===== src/hdl/dais_pkg.sv =====
// Shared constants, modes and carriers of the drum analog I/O scheduler.
package dais_pkg;
   // Field widths.
   localparam int WORD_W = 20;
   localparam int SECT_W = 7;
   localparam int SET_W = 5;
   localparam int TRK_W = 3;
   localparam int GATE_W = 5;
   localparam int CHAN_W = 6;
   localparam int REV_W = 4;
   // Values after reset, and the last relay set.
   localparam logic [SECT_W-1:0] SECT_RESET = 7'h00;
   localparam logic [SET_W-1:0] SET_RESET = 5'h00;
   localparam logic [REV_W-1:0] REV_RESET = 4'h0;
   localparam logic [WORD_W-1:0] WORD_RESET = 20'h00000;
   localparam logic [SET_W-1:0] SET_LAST = 5'h1F;
   // Settling revolutions for a 2, 3 or 4 stage revolution counter.
   localparam logic [REV_W-1:0] SETTLE_2 = 4'h2;
   localparam logic [REV_W-1:0] SETTLE_6 = 4'h6;
   localparam logic [REV_W-1:0] SETTLE_14 = 4'hE;
   // Full scan of all inputs, seconds, for the three counter widths.
   localparam real SCAN_S_2 = 2.13;
   localparam real SCAN_S_6 = 4.26;
   localparam real SCAN_S_14 = 8.53;
   // Gate and track option: 4/1, 8/2, 16/4 or 32/8.
   typedef enum logic [1:0] {
      DAIS_GATES_4 = 2'b00,
      DAIS_GATES_8 = 2'b01,
      DAIS_GATES_16 = 2'b10,
      DAIS_GATES_32 = 2'b11
   } dais_opt_type;
   // Revolution counter width.
   typedef enum logic [1:0] {
      DAIS_RCW_2 = 2'b00,
      DAIS_RCW_3 = 2'b01,
      DAIS_RCW_4 = 2'b10
   } dais_rcw_type;
   // Phase of the input cycle.
   typedef enum logic [1:0] {
      DAIS_CY_FIRST = 2'b00,
      DAIS_CY_SETTLE = 2'b01,
      DAIS_CY_LAST = 2'b10
   } dais_cycle_type;
   // One input sample to be written on the drum.
   typedef struct packed {
      logic [TRK_W-1:0] track;
      logic [SECT_W-1:0] sector;
      logic [WORD_W-1:0] data;
   } dais_rec_type;
   // One output conversion.
   typedef struct packed {
      logic [CHAN_W-1:0] channel;
      logic [WORD_W-1:0] data;
   } dais_da_type;
endpackage


===== src/hdl/dais_core.sv =====
// Converter timing and placement control for analog inputs and outputs.
`timescale 1ns/1ns
// Behaviour
// - Every even sector without an input sample starts an output conversion by reading its word.
// - All 64 output slots not taken by an input sample convert whether or not hardware is fitted.
// - Revolutions are counted after relay switching to let inputs settle.
// - Settling lasts 14, 6 or 2 revolutions plus first and last one.
// - Counter width sets only the idle time, not conversion sequencing.
// - Full scan takes 2.13, 4.26 or 8.53 seconds by counter width.
// - Up to 32 gate groups of 32 relay sets, 1024 inputs.
// - Four gates: sectors 32 apart, advancing one per last revolution.
// - Eight gates: sectors 16 apart, first track filled before second.
// - 32 gates: sectors four apart, track full after four cycles.
// - All relay sets are always stepped and presented for recording.
// - Exactly four options: 4, 8, 16 or 32 gates on 1-8 tracks.
// - Slots of absent groups are still converted and written.
// - Compensation resistor released only during the output servo time.
// - Sample when relay count matches low sector bits; high bits pick gate.
// - Samples only in last revolution; select word one, record word two.
// - An input command clears a held output word and proceeds.
module dais_core
   import dais_pkg::*;
(
   input wire logic clock_in,
   input wire logic reset_in,
   input wire dais_opt_type gate_option_in,
   input wire dais_rcw_type counter_width_in,
   input wire logic sector_mark_in,
   input wire logic index_mark_in,
   input wire logic [WORD_W-1:0] adc_word_in,
   input wire logic [WORD_W-1:0] dac_word_in,
   output logic [SET_W-1:0] relay_set_out,
   output logic relay_switch_out,
   output dais_cycle_type cycle_phase_out,
   output logic [SECT_W-1:0] sector_out,
   output logic [GATE_W-1:0] gate_select_out,
   output logic gate_close_out,
   output logic ad_start_out,
   output logic record_valid_out,
   output dais_rec_type record_out,
   output logic da_start_out,
   output dais_da_type da_out,
   output logic comp_release_out,
   output logic conv_clear_out,
   output logic scan_done_out
);

   // Number of low sector bits compared with the relay set count.
   // static option decode.
   function automatic int cmp_bits(input dais_opt_type opt);
      case (opt)
         DAIS_GATES_4: cmp_bits = 5;
         DAIS_GATES_8: cmp_bits = 4;
         DAIS_GATES_16: cmp_bits = 3;
         default: cmp_bits = 2;
      endcase
   endfunction

   // Settling revolutions for the fitted revolution counter width.
   function automatic logic [REV_W-1:0] settle_revs(input dais_rcw_type w);
      case (w)
         DAIS_RCW_2: settle_revs = SETTLE_2;
         DAIS_RCW_3: settle_revs = SETTLE_6;
         default: settle_revs = SETTLE_14;
      endcase
   endfunction

   logic sect_s1_q, sect_s2_q, sect_s3_q;
   logic idx_s1_q, idx_s2_q;
   logic [WORD_W-1:0] adc_s1_q, adc_s2_q;
   logic [WORD_W-1:0] dac_s1_q, dac_s2_q;
   logic sect_tick;
   logic [SECT_W-1:0] sect_q, sect_d;
   dais_cycle_type cy_q, cy_d;
   logic [REV_W-1:0] rev_q, rev_d;
   logic [SET_W-1:0] set_q;
   logic cycle_end;
   logic [SECT_W-1:0] mask;
   logic sample_now;
   logic rec_pend_q;
   logic [TRK_W-1:0] rec_trk_q;
   logic [SECT_W-1:0] rec_sect_q;
   logic da_loaded_q;
   logic [WORD_W-1:0] da_buf_q;
   logic [CHAN_W-1:0] da_chan_q;
   logic servo_q;
   logic [GATE_W-1:0] gate_q;
   logic gate_close_q;
   logic ad_start_q;
   logic rec_valid_q;
   dais_rec_type rec_q;
   logic da_start_q;
   dais_da_type da_q;
   logic clear_q;
   logic switch_q;
   logic done_q;

   // Drum mark inputs pass two flip-flops before any logic reads them.
   always_ff @(posedge clock_in) begin
      if (reset_in) begin
         sect_s1_q <= 1'b0;
         sect_s2_q <= 1'b0;
         sect_s3_q <= 1'b0;
         idx_s1_q <= 1'b0;
         idx_s2_q <= 1'b0;
      end else begin
         sect_s1_q <= sector_mark_in;
         sect_s2_q <= sect_s1_q;
         sect_s3_q <= sect_s2_q;
         idx_s1_q <= index_mark_in;
         idx_s2_q <= idx_s1_q;
      end
   end

   // Converter and output track data are synchronised the same way.
   always_ff @(posedge clock_in) begin
      if (reset_in) begin
         adc_s1_q <= WORD_RESET;
         adc_s2_q <= WORD_RESET;
         dac_s1_q <= WORD_RESET;
         dac_s2_q <= WORD_RESET;
      end else begin
         adc_s1_q <= adc_word_in;
         adc_s2_q <= adc_s1_q;
         dac_s1_q <= dac_word_in;
         dac_s2_q <= dac_s1_q;
      end
   end

   // A rising sector mark opens a new word time.
   assign sect_tick = sect_s2_q & ~sect_s3_q;

   // Sector counter; the index mark returns it to sector zero.
   always_comb begin
      sect_d = sect_q;
      if (sect_tick) begin
         if (idx_s2_q) begin
            sect_d = SECT_RESET;
         end else begin
            sect_d = sect_q + 7'h01;
         end
      end
   end

   always_ff @(posedge clock_in) begin
      if (reset_in) begin
         sect_q <= SECT_RESET;
      end else begin
         sect_q <= sect_d;
      end
   end

   // Input cycle sequencing, one step per revolution.
   always_comb begin
      cy_d = cy_q;
      rev_d = rev_q;
      cycle_end = 1'b0;
      if (sect_tick && idx_s2_q) begin
         case (cy_q)
            DAIS_CY_FIRST: begin
               cy_d = DAIS_CY_SETTLE;
               rev_d = REV_RESET;
            end
            DAIS_CY_SETTLE: begin
               rev_d = rev_q + 4'h1;
               if (rev_q == settle_revs(counter_width_in) - 4'h1) begin
                  cy_d = DAIS_CY_LAST;
               end
            end
            default: begin
               cy_d = DAIS_CY_FIRST;
               cycle_end = 1'b1;
            end
         endcase
      end
   end

   always_ff @(posedge clock_in) begin
      if (reset_in) begin
         cy_q <= DAIS_CY_FIRST;
         rev_q <= REV_RESET;
      end else begin
         cy_q <= cy_d;
         rev_q <= rev_d;
      end
   end

   // Relay set counter steps to the next set after every last revolution.
   always_ff @(posedge clock_in) begin
      if (reset_in) begin
         set_q <= SET_RESET;
         switch_q <= 1'b0;
         done_q <= 1'b0;
      end else begin
         switch_q <= cycle_end;
         done_q <= cycle_end && (set_q == SET_LAST);
         if (cycle_end) begin
            set_q <= set_q + 5'h01;
         end
      end
   end

   assign mask = SECT_W'((1 << cmp_bits(gate_option_in)) - 1);

   // sample in the last revolution on a match.
   assign sample_now = sect_tick && (cy_d == DAIS_CY_LAST) &&
      (((sect_d ^ {2'b00, set_q}) & mask) == SECT_RESET);

   // First word time: close the voltage gate and start the conversion.
   always_ff @(posedge clock_in) begin
      if (reset_in) begin
         gate_q <= 5'h00;
         gate_close_q <= 1'b0;
         ad_start_q <= 1'b0;
         rec_pend_q <= 1'b0;
         rec_trk_q <= 3'h0;
         rec_sect_q <= SECT_RESET;
      end else begin
         ad_start_q <= sample_now;
         if (sect_tick) begin
            gate_close_q <= sample_now;
            rec_pend_q <= sample_now;
         end
         if (sample_now) begin
            gate_q <= GATE_W'(sect_d >> cmp_bits(gate_option_in));
            rec_trk_q <= TRK_W'(set_q >> cmp_bits(gate_option_in));
            rec_sect_q <= sect_d;
         end
      end
   end

   // Second word time: hand the converted word to the drum write logic.
   always_ff @(posedge clock_in) begin
      if (reset_in) begin
         rec_valid_q <= 1'b0;
         rec_q <= '0;
      end else begin
         rec_valid_q <= sect_tick && rec_pend_q;
         if (sect_tick && rec_pend_q) begin
            rec_q.track <= rec_trk_q;
            rec_q.sector <= rec_sect_q;
            rec_q.data <= adc_s2_q;
         end
      end
   end

   // Output words are read on even sectors and converted on odd ones.
   always_ff @(posedge clock_in) begin
      if (reset_in) begin
         da_loaded_q <= 1'b0;
         da_buf_q <= WORD_RESET;
         da_chan_q <= 6'h00;
         da_start_q <= 1'b0;
         da_q <= '0;
         clear_q <= 1'b0;
      end else begin
         da_start_q <= 1'b0;
         clear_q <= 1'b0;
         if (sect_tick && !sect_d[0] && !sample_now) begin
            da_buf_q <= dac_s2_q;
            da_chan_q <= sect_d[SECT_W-1:1];
            da_loaded_q <= 1'b1;
         end else if (sect_tick && da_loaded_q && sample_now) begin
            da_buf_q <= WORD_RESET;
            da_loaded_q <= 1'b0;
            clear_q <= 1'b1;
         end else if (sect_tick && da_loaded_q) begin
            da_start_q <= 1'b1;
            da_q.channel <= da_chan_q;
            da_q.data <= da_buf_q;
            da_loaded_q <= 1'b0;
         end
      end
   end

   // Servo time lasts the whole conversion word.
   always_ff @(posedge clock_in) begin
      if (reset_in) begin
         servo_q <= 1'b0;
      end else if (sect_tick) begin
         servo_q <= da_loaded_q && sect_d[0] && !sample_now;
      end
   end

   assign relay_set_out = set_q;
   assign relay_switch_out = switch_q;
   assign cycle_phase_out = cy_q;
   assign sector_out = sect_q;
   assign gate_select_out = gate_q;
   assign gate_close_out = gate_close_q;
   assign ad_start_out = ad_start_q;
   assign record_valid_out = rec_valid_q;
   assign record_out = rec_q;
   assign da_start_out = da_start_q;
   assign da_out = da_q;
   assign comp_release_out = servo_q;
   assign conv_clear_out = clear_q;
   assign scan_done_out = done_q;

endmodule


===== config.mk =====
export PLATFORM = sky130hd
export DESIGN_NAME = dais_core
export DESIGN_NICKNAME = d
export VERILOG_FILES = /design/src/hdl/dais_pkg.sv /design/src/hdl/dais_core.sv
export SDC_FILE = /design/constraint.sdc
export NUM_CORES = 1
export LEC_CHECK = 0
export BUFFER_PORTS_ARGS = -buffer_cell sky130_fd_sc_hd__buf_2
export CAP_MARGIN = 40
export CORE_MARGIN = 3
export CORE_UTILIZATION = 26
export DETAILED_ROUTE_END_ITERATION = 7
export HOLD_SLACK_MARGIN = 0.02
export PLACE_DENSITY = 0.44
export REMOVE_ABC_BUFFERS = 1
export SLEW_MARGIN = 20
export SYNTH_ARGS = -nofsm -noshare
export SYNTH_HDL_FRONTEND = slang
export SYNTH_SLANG_ARGS = --single-unit

===== constraint.sdc =====
create_clock -name clock_in -period 3.4 [get_ports clock_in]
set_clock_uncertainty 0.15 [all_clocks]
set_input_delay 0.34 -clock clock_in [delete_from_list [all_inputs] [get_ports clock_in]]
set_output_delay 0.34 -clock clock_in [all_outputs]
set_load 0.1 [all_outputs]

Yosys cells after proc, flatten, opt, wreduce, memory -nomap -nowiden
Cells that the tools add are included.
- register bits after elaboration: 209
- bits of input ports: 48
- output and inout bits: 83
- logic and storage cells: 99
- add/subtract/negate cells: 5
- equal/unequal tests: 7
- shifts and indexed selects: 3
- muxes and demuxes: 21
- bitwise operators: 6
- reduce and logical (&&, ||, !) cells: 25
- operator list (kind ; number):
    $mux 32 ; 2
    $mux 20 ; 2
    $shr 5x32->3 ; 1
    $shr 7x32->5 ; 1
    $pmux 4 s2 ; 2
    $mux 7 ; 2
    $logic_and 1x1->1 ; 11
    $pmux 3 s3 ; 1
    $mux 4 ; 2
    $add 7x1->7 const B ; 1
    $and 7x7->7 ; 1
    $logic_not 7->1 ; 1
    $mux 1 ; 7
    $shl 1x3->7 const A ; 1
    $sub 7x2->7 const B ; 1
    $xor 7x5->7 ; 1
    $eq 2x1->1 const B ; 3
    $logic_not 2->1 ; 3
    $add 5x1->5 const B ; 1
    $eq 5x5->1 const B ; 1
    $add 4x1->4 const B ; 1
    $eq 2x2->1 const B ; 2
    $eq 4x4->1 ; 1
    $mux 2 ; 2
    11 further kinds ; 16

Logic depth before layout (Yosys ltp)
Gate-level depths: netlist of the first run.
- depth in word-level cells: 16
- mapped depth: 13
- gate-level depth less buffers: 9

Worst setup path before layout of the first run
OpenSTA, ideal clock, no wires.
- kind: register -> register
- from: register sect_q[1], in the netlist sector_out[1]
- to: register da_buf_q[19]
- arrival: 3.247 ns
- required time: 3.117 ns
- setup slack: -0.130 ns
- cell stages (with the launch flop): 11
- path buffers: 2
- clock period less this slack: 3.530 ns
- path through: dfxtp_1 > ha_1 > nand3_1 > or3_1 > and3b_1 > a2111oi_2 > and3_1 > buf_4 > mux2i_1 > buf_6 > o32ai_1
- word-level cells in the longest chain between the ends: 10
- RTL lines (what ; line ; RTL):
    start: declaration ; dais_core.sv:73 ; logic [SECT_W-1:0] sect_q, sect_d;
    start signal: assignment ; dais_core.sv:149 ; sect_q <= sect_d;
    $add 7x1->7 ; dais_core.sv:140 ; sect_d = sect_q + 7'h01;
    $mux 7 ; dais_core.sv:137 ; if (idx_s2_q) begin
    $mux 7 (*) ; dais_core.sv:136 ; if (sect_tick) begin
    $xor 7x5->7 (*) ; dais_core.sv:207 ; (((sect_d ^ {2'b00, set_q}) & mask) == SECT_RESET);
    $and 7x7->7 (*) ; dais_core.sv:207 ;
    $logic_not 7->1 (*) ; dais_core.sv:207 ;
    $logic_and 1x1->1 (*) ; dais_core.sv:206 ; assign sample_now = sect_tick && (cy_d == DAIS_CY_LAST) &&
    $logic_not 1->1 ; dais_core.sv:259 ; if (sect_tick && !sect_d[0] && !sample_now) begin
    $logic_and 1x1->1 ; dais_core.sv:259 ;
    $mux 20 or $reduce_bool 2->1 (tied branches) ; - ;
    end signal: assignment ; dais_core.sv:260 ; da_buf_q <= dac_s2_q;
    end: declaration ; dais_core.sv:84 ; logic [WORD_W-1:0] da_buf_q;
Mark *: on every way between the ends. The rest lies on a longest branch, timed or not.
A chain may end at the register's enable or synchronous reset.

Final worst setup path of the first run
- from: register sect_q[0], in the netlist sector_out[0]
- to: register da_buf_q[10]
- word-level cells in the longest chain between the ends: 10
- RTL lines (what ; line):
    $add 7x1->7 ; dais_core.sv:140
    $mux 7 ; dais_core.sv:137
    $mux 7 (*) ; dais_core.sv:136
    $xor 7x5->7 ; dais_core.sv:207
    $and 7x7->7 ; dais_core.sv:207
    $logic_not 7->1 ; dais_core.sv:207
    $logic_and 1x1->1 ; dais_core.sv:206
    $logic_not 1->1 ; dais_core.sv:259
    $logic_and 1x1->1 ; dais_core.sv:259
    $mux 20 or $reduce_bool 2->1 (tied branches) ; -
Marks and branches as above.

==> run summary, run 1 <==
number of CTS-inserted buffers -> 25
Worst Path Required -> 3650 ps
leading area contributor after synthesis -> dfxtp_1
Final Hold Vio Count -> 0
Final Cycle Share -> 0.856
Ys Warns -> 0
clk root buf -> clkbuf_16
net switching power -> 0.00119 W
count of non-filler cells in the finished layout -> 1,399
Clk pin slew, worst setup/hold paths -> 60 ps
Crit path arrival time -> 3160 ps
routed vias/inst -> 4.35
clock sink count -> 209
Tot Pwr -> 0.00547 W
Die X -> 179 um
top-count cell post-synth -> dfxtp_1
fmax -> 0.344 GHz
Worst Tran Pin Value -> 695 ps
Comb pwr share -> 0.045
final core occ -> 0.354
Synth Instances -> 814
IO buf count -> 130
initial antenna violation count -> 0
first-pass GRT wire length -> 30,500 um
Internal -> 0.00428 W
Critical Path Start Type -> flop
area of the mapped netlist -> 0.00780 sq mm
Post-synth EDFFs -> 0
final setup vio count -> 0
post-CTS setup repair buffer count -> 0
total wire length -> 19,600 um
Cell variety after synth -> 57
Skew-Pair Late Insertion Delay -> 520 ps
htree depth -> 1
gpl congestion -> 0.857
vias post-DR -> 6,087
Seq/Total Area, Yosys -> 0.536
Area after DPL -> 0.00891 sq mm
Clock power frac -> 0.495
fin crit period -> 2910 ps
initial DRC count -> 275
pin count of the biggest net entering global routing -> 111
drt drc -> 0
Area Overhead vs Synth -> 32.5%
Tot GR Track Use -> 0.119
nets -> 1,051
Starting Density -> 0.268
max-cap violation count -> 0
CTS tree -> built
number of global-route vias before repair -> 5,562
RSZ-0062 raised after global routing -> false
global route overflow -> 0
fin area -> 0.0103 sq mm
critical path class -> reg -> reg
Lkg Pwr -> 4.22 nW
Avg WL per Cell -> 14.0 um
Hold Crit Class -> in -> reg
total placed cells including tap cells -> 1,295
Routed Antenna Nets -> 0
top cells by count, synth -> dfxtp_1, nor2b_1, nand2_1
I/O pin cnt -> 131
Place WS -> 382 ps
layout cells sized above 1 -> 0.211
endpoint kind of the worst setup timing path -> flop
dominant synthesized flop cell -> dfxtp_1
num rows -> 62
worst-path maximum fanout -> 20
worst setup margin -> 491 ps
Max-slew headroom -> 0.536
CTS Buffer Depth -> 3
Synth area leaders -> dfxtp_1, nor2b_1, nand2_1
flops & latches, synth -> 209
fraction of registers with async set/reset -> 0
HPWL Detailed -> 12,600 um
run status -> finished, final reports clean
# diodes -> 0
PD cells -> 529 mW/mm^2
Syn Area/Cell -> 9.59 sq um
core footprint -> 0.0292 sq mm
DR pass1 iterations -> 4
overall die height -> 179 um
Seq pwr share -> 0.460
Net Sw Frac -> 0.218
max-slew violation count -> 0
Peak VDD IR -> 0.000298 V
Yosys top cell area share -> 0.536
Die Area -> 0.0321 sq mm
==> state kept, by name (all words and copies together) (netlist names), 6 cells and up <==
| name | flops |
|---|---|
| record_out | 30 |
| da_out | 26 |
| adc_s1_q | 20 |
| adc_s2_q | 20 |
| da_buf_q | 20 |
| dac_s1_q | 20 |
| dac_s2_q | 20 |
| rec_sect_q | 7 |
| sector_out | 7 |
| da_chan_q | 6 |
==> routing by layer <==
metal  global-route usage  vias up  part of all wire
met4               0.0358        0             0.028
met2                0.185      138              0.45
met5                    0        -                 0
li1                     -     3117                 -
met1                0.163     2803              0.46
met3               0.0282       29             0.063
==> worst max-delay path, cell delays in order (launching register included) <==
cell	delay, ps
dfxtp_1	330
buf_4	200
nand4b_1	180
o21ai_0	360
a211oi_1	150
o31ai_1	480
and3_1	330
mux2i_2	310
buf_12	200
o32ai_1	100
==> metrics by stage <==
step | setup TNS (ps) | hold slack [ps]
finish | 0 | 145
floorplan | -40520 | 259
detailed placement | 0 | 270
CTS | 0 | 108
global route | 0 | 161
global placement | 0 | 266
==> kinds of logic (layout without fill, tap and decap cells) <==
group / Yosys count / count (layout) / synth area share
AO/OA/AOI/OAI: 125 / 125 / 0.102
XOR/XNOR: 3 / 3 / 0.00337
adder cells (fa/ha/maj): 7 / 7 / 0.0112
buffers and inverters: 82 / 283 / 0.0470
flip-flops: 209 / 209 / 0.536
multiplexers: 42 / 42 / 0.0580
AND/OR/NAND/NOR: 346 / 346 / 0.242
==> placed cells by master, fill, tap and decap left out, types with 4 or more instances in the layout <==
master,instances
clkbuf_16,25
buf_2,129
nand2_1,95
o32ai_1,21
nand3_1,22
dlygate4sd3_1,58
dfxtp_1,209
inv_1,25
a21oi_1,60
nand2b_1,53
nor2b_1,97
nor3_1,6
mux2_2,6
ha_1,7
o21ai_0,14
buf_4,20
clkinv_2,6
a211oi_1,8
or3_1,6
mux2i_1,33
nor2_1,32
and3_1,4
==> layout make-up <==
cell class / instances / area (sq um)
Clock buffer: 31 / 678
Clock inverter: 15 / 169
Fill cell: 2995 / 18800
Inverter: 25 / 93.8
Multi-Input combinational cell: 523 / 3260
Sequential cell: 209 / 4180
Tap cell: 384 / 480
Timing Repair Buffer: 212 / 1480
==> timing repair <==
item	4_1_cts	5_1_grt
resized for setup	0	0
hold endpoints to repair	52	0
hold buffers	58	0
==> power groups by stage <==
stage | Clock (W) | Sequential (W) | Combinational (W)
2_1_floorplan | 0 | 0.00257 | 0.0000812
3_3_place_gp | 0 | 0.00257 | 0.000195
3_5_place_dp | 0 | 0.00257 | 0.000199
4_1_cts | 0.00281 | 0.00251 | 0.000249
5_1_grt | 0.00292 | 0.00252 | 0.000273
6_report | 0.00271 | 0.00251 | 0.000246
==> worst paths after layout <==
path | from | endpoint | slack (ps) | cells after the start
worst max-delay path | sector_out[0] | da_buf_q[10] | 490 | 9
worst min-delay path | gate_option_in[1] | rec_trk_q[1] | 150 | 4
worst max register to register | sector_out[0] | da_buf_q[10] | 490 | 9
worst min register to register | adc_s2_q[4] | record_out[4] | 280 | 2
No activity file was read; power rests on OpenSTA's default activity.
==> inputs of run 2 (changes only) <==
ABC_AREA = 1   (was not set)
PLACE_DENSITY = 0.42   (was 0.44)
SLEW_MARGIN = not set   (was 20)
==> run summary, run 2 <==
area of the mapped netlist -> 0.00769 sq mm
gpl congestion -> 0.784
Hold-fix buffers, CTS -> 42
Avg WL per Cell -> 12.8 um
fmax -> 0.367 GHz
num rows -> 62
Slowest cell on crit path -> nand3_4
Cell variety after synth -> 34
cts repair resizes -> 0
first-pass GRT wire length -> 31,400 um
endpoint kind of the worst setup timing path -> flop
Critical Path, Cell by Cell -> ha_1 > nand2_1 > inv_1 > nand2_1 > nand3_1 > nand2_1 > nand2_1 > nand2_1 > nand2_2 > inv_2 > nand3_4 > nand3_4 > nand2_1 > nand2_1 > nor2_1
most frequent CP cell -> nand2_1
layout cells sized above 1 -> 0.166
hold path depth -> 3
worst setup margin -> 675 ps
nets -> 1,203
Critical Path Start Type -> flop
top cells by count, synth -> dfxtp_1, nand2_1, nor2_1
drt drc -> 0
Max-slew headroom -> 0.496
fraction of registers with async set/reset -> 0
Hold Crit Class -> in -> reg
Worst Path Required -> 3700 ps
# diodes -> 0
core footprint -> 0.0289 sq mm
Starting Density -> 0.266
Synth area leaders -> dfxtp_1, nand2_1, nor2_1
run status -> finished, final reports clean
initial DRC count -> 340
max-slew violation count -> 0
post-CTS setup repair buffer count -> 0
clk root buf -> clkbuf_16
routed vias/inst -> 4.08
HPWL Detailed -> 12,400 um
flops & latches, synth -> 209
Skew-Pair Late Insertion Delay -> 510 ps
Tot GR Track Use -> 0.123
Reg2Reg Depth -> 15
clock sink count -> 209
Syn Area/Cell -> 7.73 sq um
most common cell after layout, fill and taps aside -> dfxtp_1
critical path class -> reg -> reg
top-count cell post-synth -> dfxtp_1
final setup vio count -> 0
Post-synth EDFFs -> 0
Crit path arrival time -> 3020 ps
I/O pin cnt -> 131
CTS tree -> built
Seq/Total Area, Yosys -> 0.544
number of CTS-inserted buffers -> 25
Clk pin slew, worst setup/hold paths -> 60 ps
Peak VDD IR -> 0.000251 V
Yosys top cell area share -> 0.544
global route overflow -> 0
number of global-route vias before repair -> 5,831
CTS Buffer Depth -> 3
pin count of the biggest net entering global routing -> 162
worst-path maximum fanout -> 53
dominant synthesized flop cell -> dfxtp_1
IO buf count -> 130
Synth Instances -> 995
RSZ-0062 raised after global routing -> false
max-cap violation count -> 0
most frequent cells in the layout -> dfxtp_1, nand2_1, nor2_1
Die X -> 178 um
overall die height -> 178 um
post-route setup TNS -> 0 ps
fin crit period -> 2730 ps
CP max stage delay -> 490 ps
Area Overhead vs Synth -> 28.0%
Largest register FFs -> 30
total wire length -> 19,800 um
Final Hold Vio Count -> 0
Worst Tran Pin Value -> 756 ps
Place WS -> 567 ps
Ys Warns -> 0
DR pass1 iterations -> 4
Die Area -> 0.0317 sq mm
PD cells -> 538 mW/mm^2
vias post-DR -> 6,324
leading area contributor after synthesis -> dfxtp_1
Routed Antenna Nets -> 0
initial antenna violation count -> 0
htree depth -> 1
Lkg Pwr -> 4.61 nW
Final Cycle Share -> 0.802
-- run 2: changes by cell type in the layout (fill, tap and decap cells not counted), moves of 14 or more --
cell and delta:
mux2i_1 -33, inv_1 +121, nand2_1 +85, nor2b_1 -97, dlygate4sd3_1 -16, nand2b_1 -53
buf_4 -14, nand3_1 +45, a21oi_1 +18, nor2_1 +147, o32ai_1 -21
-- run 2: power breakdown --
part	internal, W	total [W]	switching [W]	leakage [nW]
clock	0.00155	0.00256	0.00100	0.382
combinational	0.0000914	0.000231	0.000139	2.53
sequential	0.00250	0.00252	0.0000146	1.70
-- run 2: through the flow --
step                instance area [sq um]  cells  utilization  hold slack [ps]  total power, W
floorplan                            7450    943            -              238         0.00267
global placement                     8640   1463        0.299              239         0.00277
detailed placement                   8640   1463        0.299              243         0.00277
CTS                                  9850   1550        0.341             81.7         0.00542
global route                         9850   1550        0.341             96.5         0.00554
finish                               9850   1550        0.341              107         0.00530
-- run 2: worst paths after layout --
kind                           from                 end  slack, ps
setup reg to reg      sector_out[0]          da_out[20]        670
hold reg to reg         dac_s1_q[1]         dac_s2_q[1]        250
setup / recovery      sector_out[0]          da_out[20]        670
hold / removal    gate_option_in[1]  gate_select_out[4]        110
-- run 2: kinds of logic (layout without fill, tap and decap cells) --
group           count (synthesis)  count (layout)  synth area share
flops                         209             209             0.544
buf+inv                       200             371             0.104
xor+xnor                        1               1           0.00114
compound gates                118             118            0.0805
simple gates                  460             460             0.259
fa+ha+maj                       7               7            0.0114
-- run 2: layer usage --
layer,vias to the layer above,track usage,routed length [um],part of all wire
met5,-,0,0,0
met4,0,0.0311,353,0.018
met3,26,0.0330,1270,0.064
met2,125,0.197,8950,0.45
met1,2811,0.163,9240,0.47
li1,3362,-,-,-
-- run 2: final cells by class --
cell class                 instances  area, sq um
clock buffer                      36          687
clock inverter                     9          104
fill                            3077        19100
inverter                         148          556
multi-input combinational        586         2710
sequential                       209         4180
tap                              384          480
timing repair buffer             178         1130
-- run 2: critical path: cells and delay by family, from the launching register on --
kind,cells,cell delay [ps]
buffers and inverters,2,130
adders and majority gates,1,190
DFF,1,410
and+or+nand+nor,12,1740
==> inputs of run 3 (changes only) <==
PLACE_DENSITY = 0.44   (was 0.42)
clock period = 2.45 ns   (was 3.4 ns; I/O delays follow)
==> run summary, run 3 (synthesis gave the netlist of run 2 again) <==
Comb pwr share -> 0.046
# diodes -> 0
count of non-filler cells in the finished layout -> 1,584
hold path start -> counter_width_in[0]
Final Cycle Share -> 0.948
hold path depth -> 5
Critical Path End -> da_buf_q[12]
drt drc -> 0
gpl congestion -> 0.776
htree depth -> 1
Worst Path Required -> 2750 ps
worst-path maximum fanout -> 13
routed vias/inst -> 4.05
pin count of the biggest net entering global routing -> 96
Crit path arrival time -> 2620 ps
critical path class -> reg -> reg
Internal -> 0.00591 W
initial antenna violation count -> 0
HPWL Detailed -> 13,100 um
Worst Tran Pin Value -> 542 ps
Avg WL per Cell -> 12.8 um
I/O pin cnt -> 131
Peak VDD IR -> 0.000471 V
number of CTS-inserted buffers -> 25
Routed Antenna Nets -> 0
vias post-DR -> 6,413
run status -> finished, final reports clean
Seq pwr share -> 0.461
Clock power frac -> 0.492
Clk pin slew, worst setup/hold paths -> 60 ps
grt met2 use -> 0.210
IO buf count -> 130
first-pass GRT wire length -> 32,500 um
net switching power -> 0.00165 W
DR pass1 iterations -> 4
max-slew violation count -> 0
worst r2r dst -> da_buf_q[12]
Reg2Reg Depth -> 13
fmax -> 0.431 GHz
most frequent cells in the layout -> dfxtp_1, nand2_1, nor2_1
met1 GRT Util -> 0.159
max-cap violation count -> 0
final setup vio count -> 0
endpoint kind of the worst setup timing path -> flop
Largest register FFs -> 30
num rows -> 62
Lkg Pwr -> 4.83 nW
Critical Path Start Type -> flop
initial DRC count -> 367
fill cell count -> 3,109
total wire length -> 20,300 um
GR peak layer -> met2
PD cells -> 737 mW/mm^2
CTS tree -> built
layout cells sized above 1 -> 0.194
Starting Density -> 0.266
Die Area -> 0.0317 sq mm
Final Hold Vio Count -> 0
Multi-input gate area -> 0.00274 sq mm
number of global-route vias before repair -> 6,272
core footprint -> 0.0289 sq mm
Tot GR Track Use -> 0.126
Net Sw Frac -> 0.218
clock sink count -> 209
global route overflow -> 0
met3 GRT Util -> 0.0351
CTS Buffer Depth -> 3
nets -> 1,236
register area -> 0.00419 sq mm
Die X -> 178 um
Area Overhead vs Synth -> 33.4%
overall die height -> 178 um
CP Launch Point -> sector_out[0]
R2R setup slack -> 130 ps
Hold Crit Class -> in -> reg
RSZ-0062 raised after global routing -> true
worst r2r src -> sector_out[0]
clk root buf -> clkbuf_16
fin crit period -> 2320 ps
most common cell after layout, fill and taps aside -> dfxtp_1
total placed cells including tap cells -> 1,487
Tot Pwr -> 0.00757 W
Skew-Pair Late Insertion Delay -> 520 ps
Max-slew headroom -> 0.641
==> run 3: cell count changes in the layout (fill, tap and decap cells not counted), moves of 2 or more <==
cell           before  now
clkinv_4            0    2
clkbuf_8            2    7
clkinvlp_4          2    0
clkinv_2            4    6
dlygate4sd3_1      42   45
clkbuf_1            9    3
buf_4               6   29
buf_12              1    6
==> run 3: power groups by stage <==
stage / Clock, W / Combinational, W / Sequential, W
after global placement: 0 / 0.000293 / 0.00356
after CTS: 0.00386 / 0.000349 / 0.00349
after detailed placement: 0 / 0.000295 / 0.00357
final: 0.00373 / 0.000349 / 0.00349
after floorplan: 0 / 0.000122 / 0.00358
after global routing: 0.00400 / 0.000398 / 0.00350
==> run 3: worst min path at each step <==
| stage | end | slack [ps] |
|---|---|---|
| 6_report | cycle_phase_out[1] | 60 |
| 5_1_grt | cycle_phase_out[1] | 50 |
| 4_1_cts | cycle_phase_out[1] | 40 |
| 3_5_place_dp | adc_s2_q[1] | 240 |
| 3_3_place_gp | adc_s2_q[4] | 240 |
| 2_1_floorplan | comp_release_out | 160 |
==> run 3: critical path, stage by stage, from the launching register on <==
cell     delay, ps
dfxtp_1        340
ha_1           180
nand2_1         80
inv_1           80
nand2_1        100
o21ai_2        170
nand3_2         90
nand2_1         80
nand3_2        130
nand2_2        150
nor2_8          80
nor2_4         370
nand2_1        100
a21oi_1        160
==> run 3: what timing repair did <==
action / 4_1_cts / 5_1_grt
setup endpoints to repair: 0 / 26
hold buffers: 45 / 0
hold endpoints to repair: 64 / 0
setup buffers: 0 / 4
gates resized for setup: 0 / 4
==> run 3: cell type report <==
class / count / share of cell area
flip-flops and latches: 209 / 0.408
multi-input cells: 587 / 0.267
repair buffers: 210 / 0.142
clock buffers: 35 / 0.0714
inverters: 148 / 0.0541
well taps: 384 / 0.0468
clock inverters: 11 / 0.0113
==> run 3: metal layers <==
layer / part of all wire / vias up
li1: - / 3425
met1: 0.46 / 2841
met2: 0.45 / 115
met3: 0.065 / 32
met4: 0.021 / 0
met5: 0 / -
==> run 3: through the flow <==
step / utilization / setup TNS (ps) / hold slack, ps / setup WS (ps) / area [sq um]
floorplan: - / -48940 / 164 / -635 / 7450
global placement: 0.307 / 0 / 239 / 147 / 8880
detailed placement: 0.307 / 0 / 242 / 143 / 8880
CTS: 0.352 / 0 / 35.1 / 134 / 10200
global route: 0.355 / -735 / 54.4 / -86.8 / 10300
finish: 0.355 / 0 / 63.6 / 128 / 10300
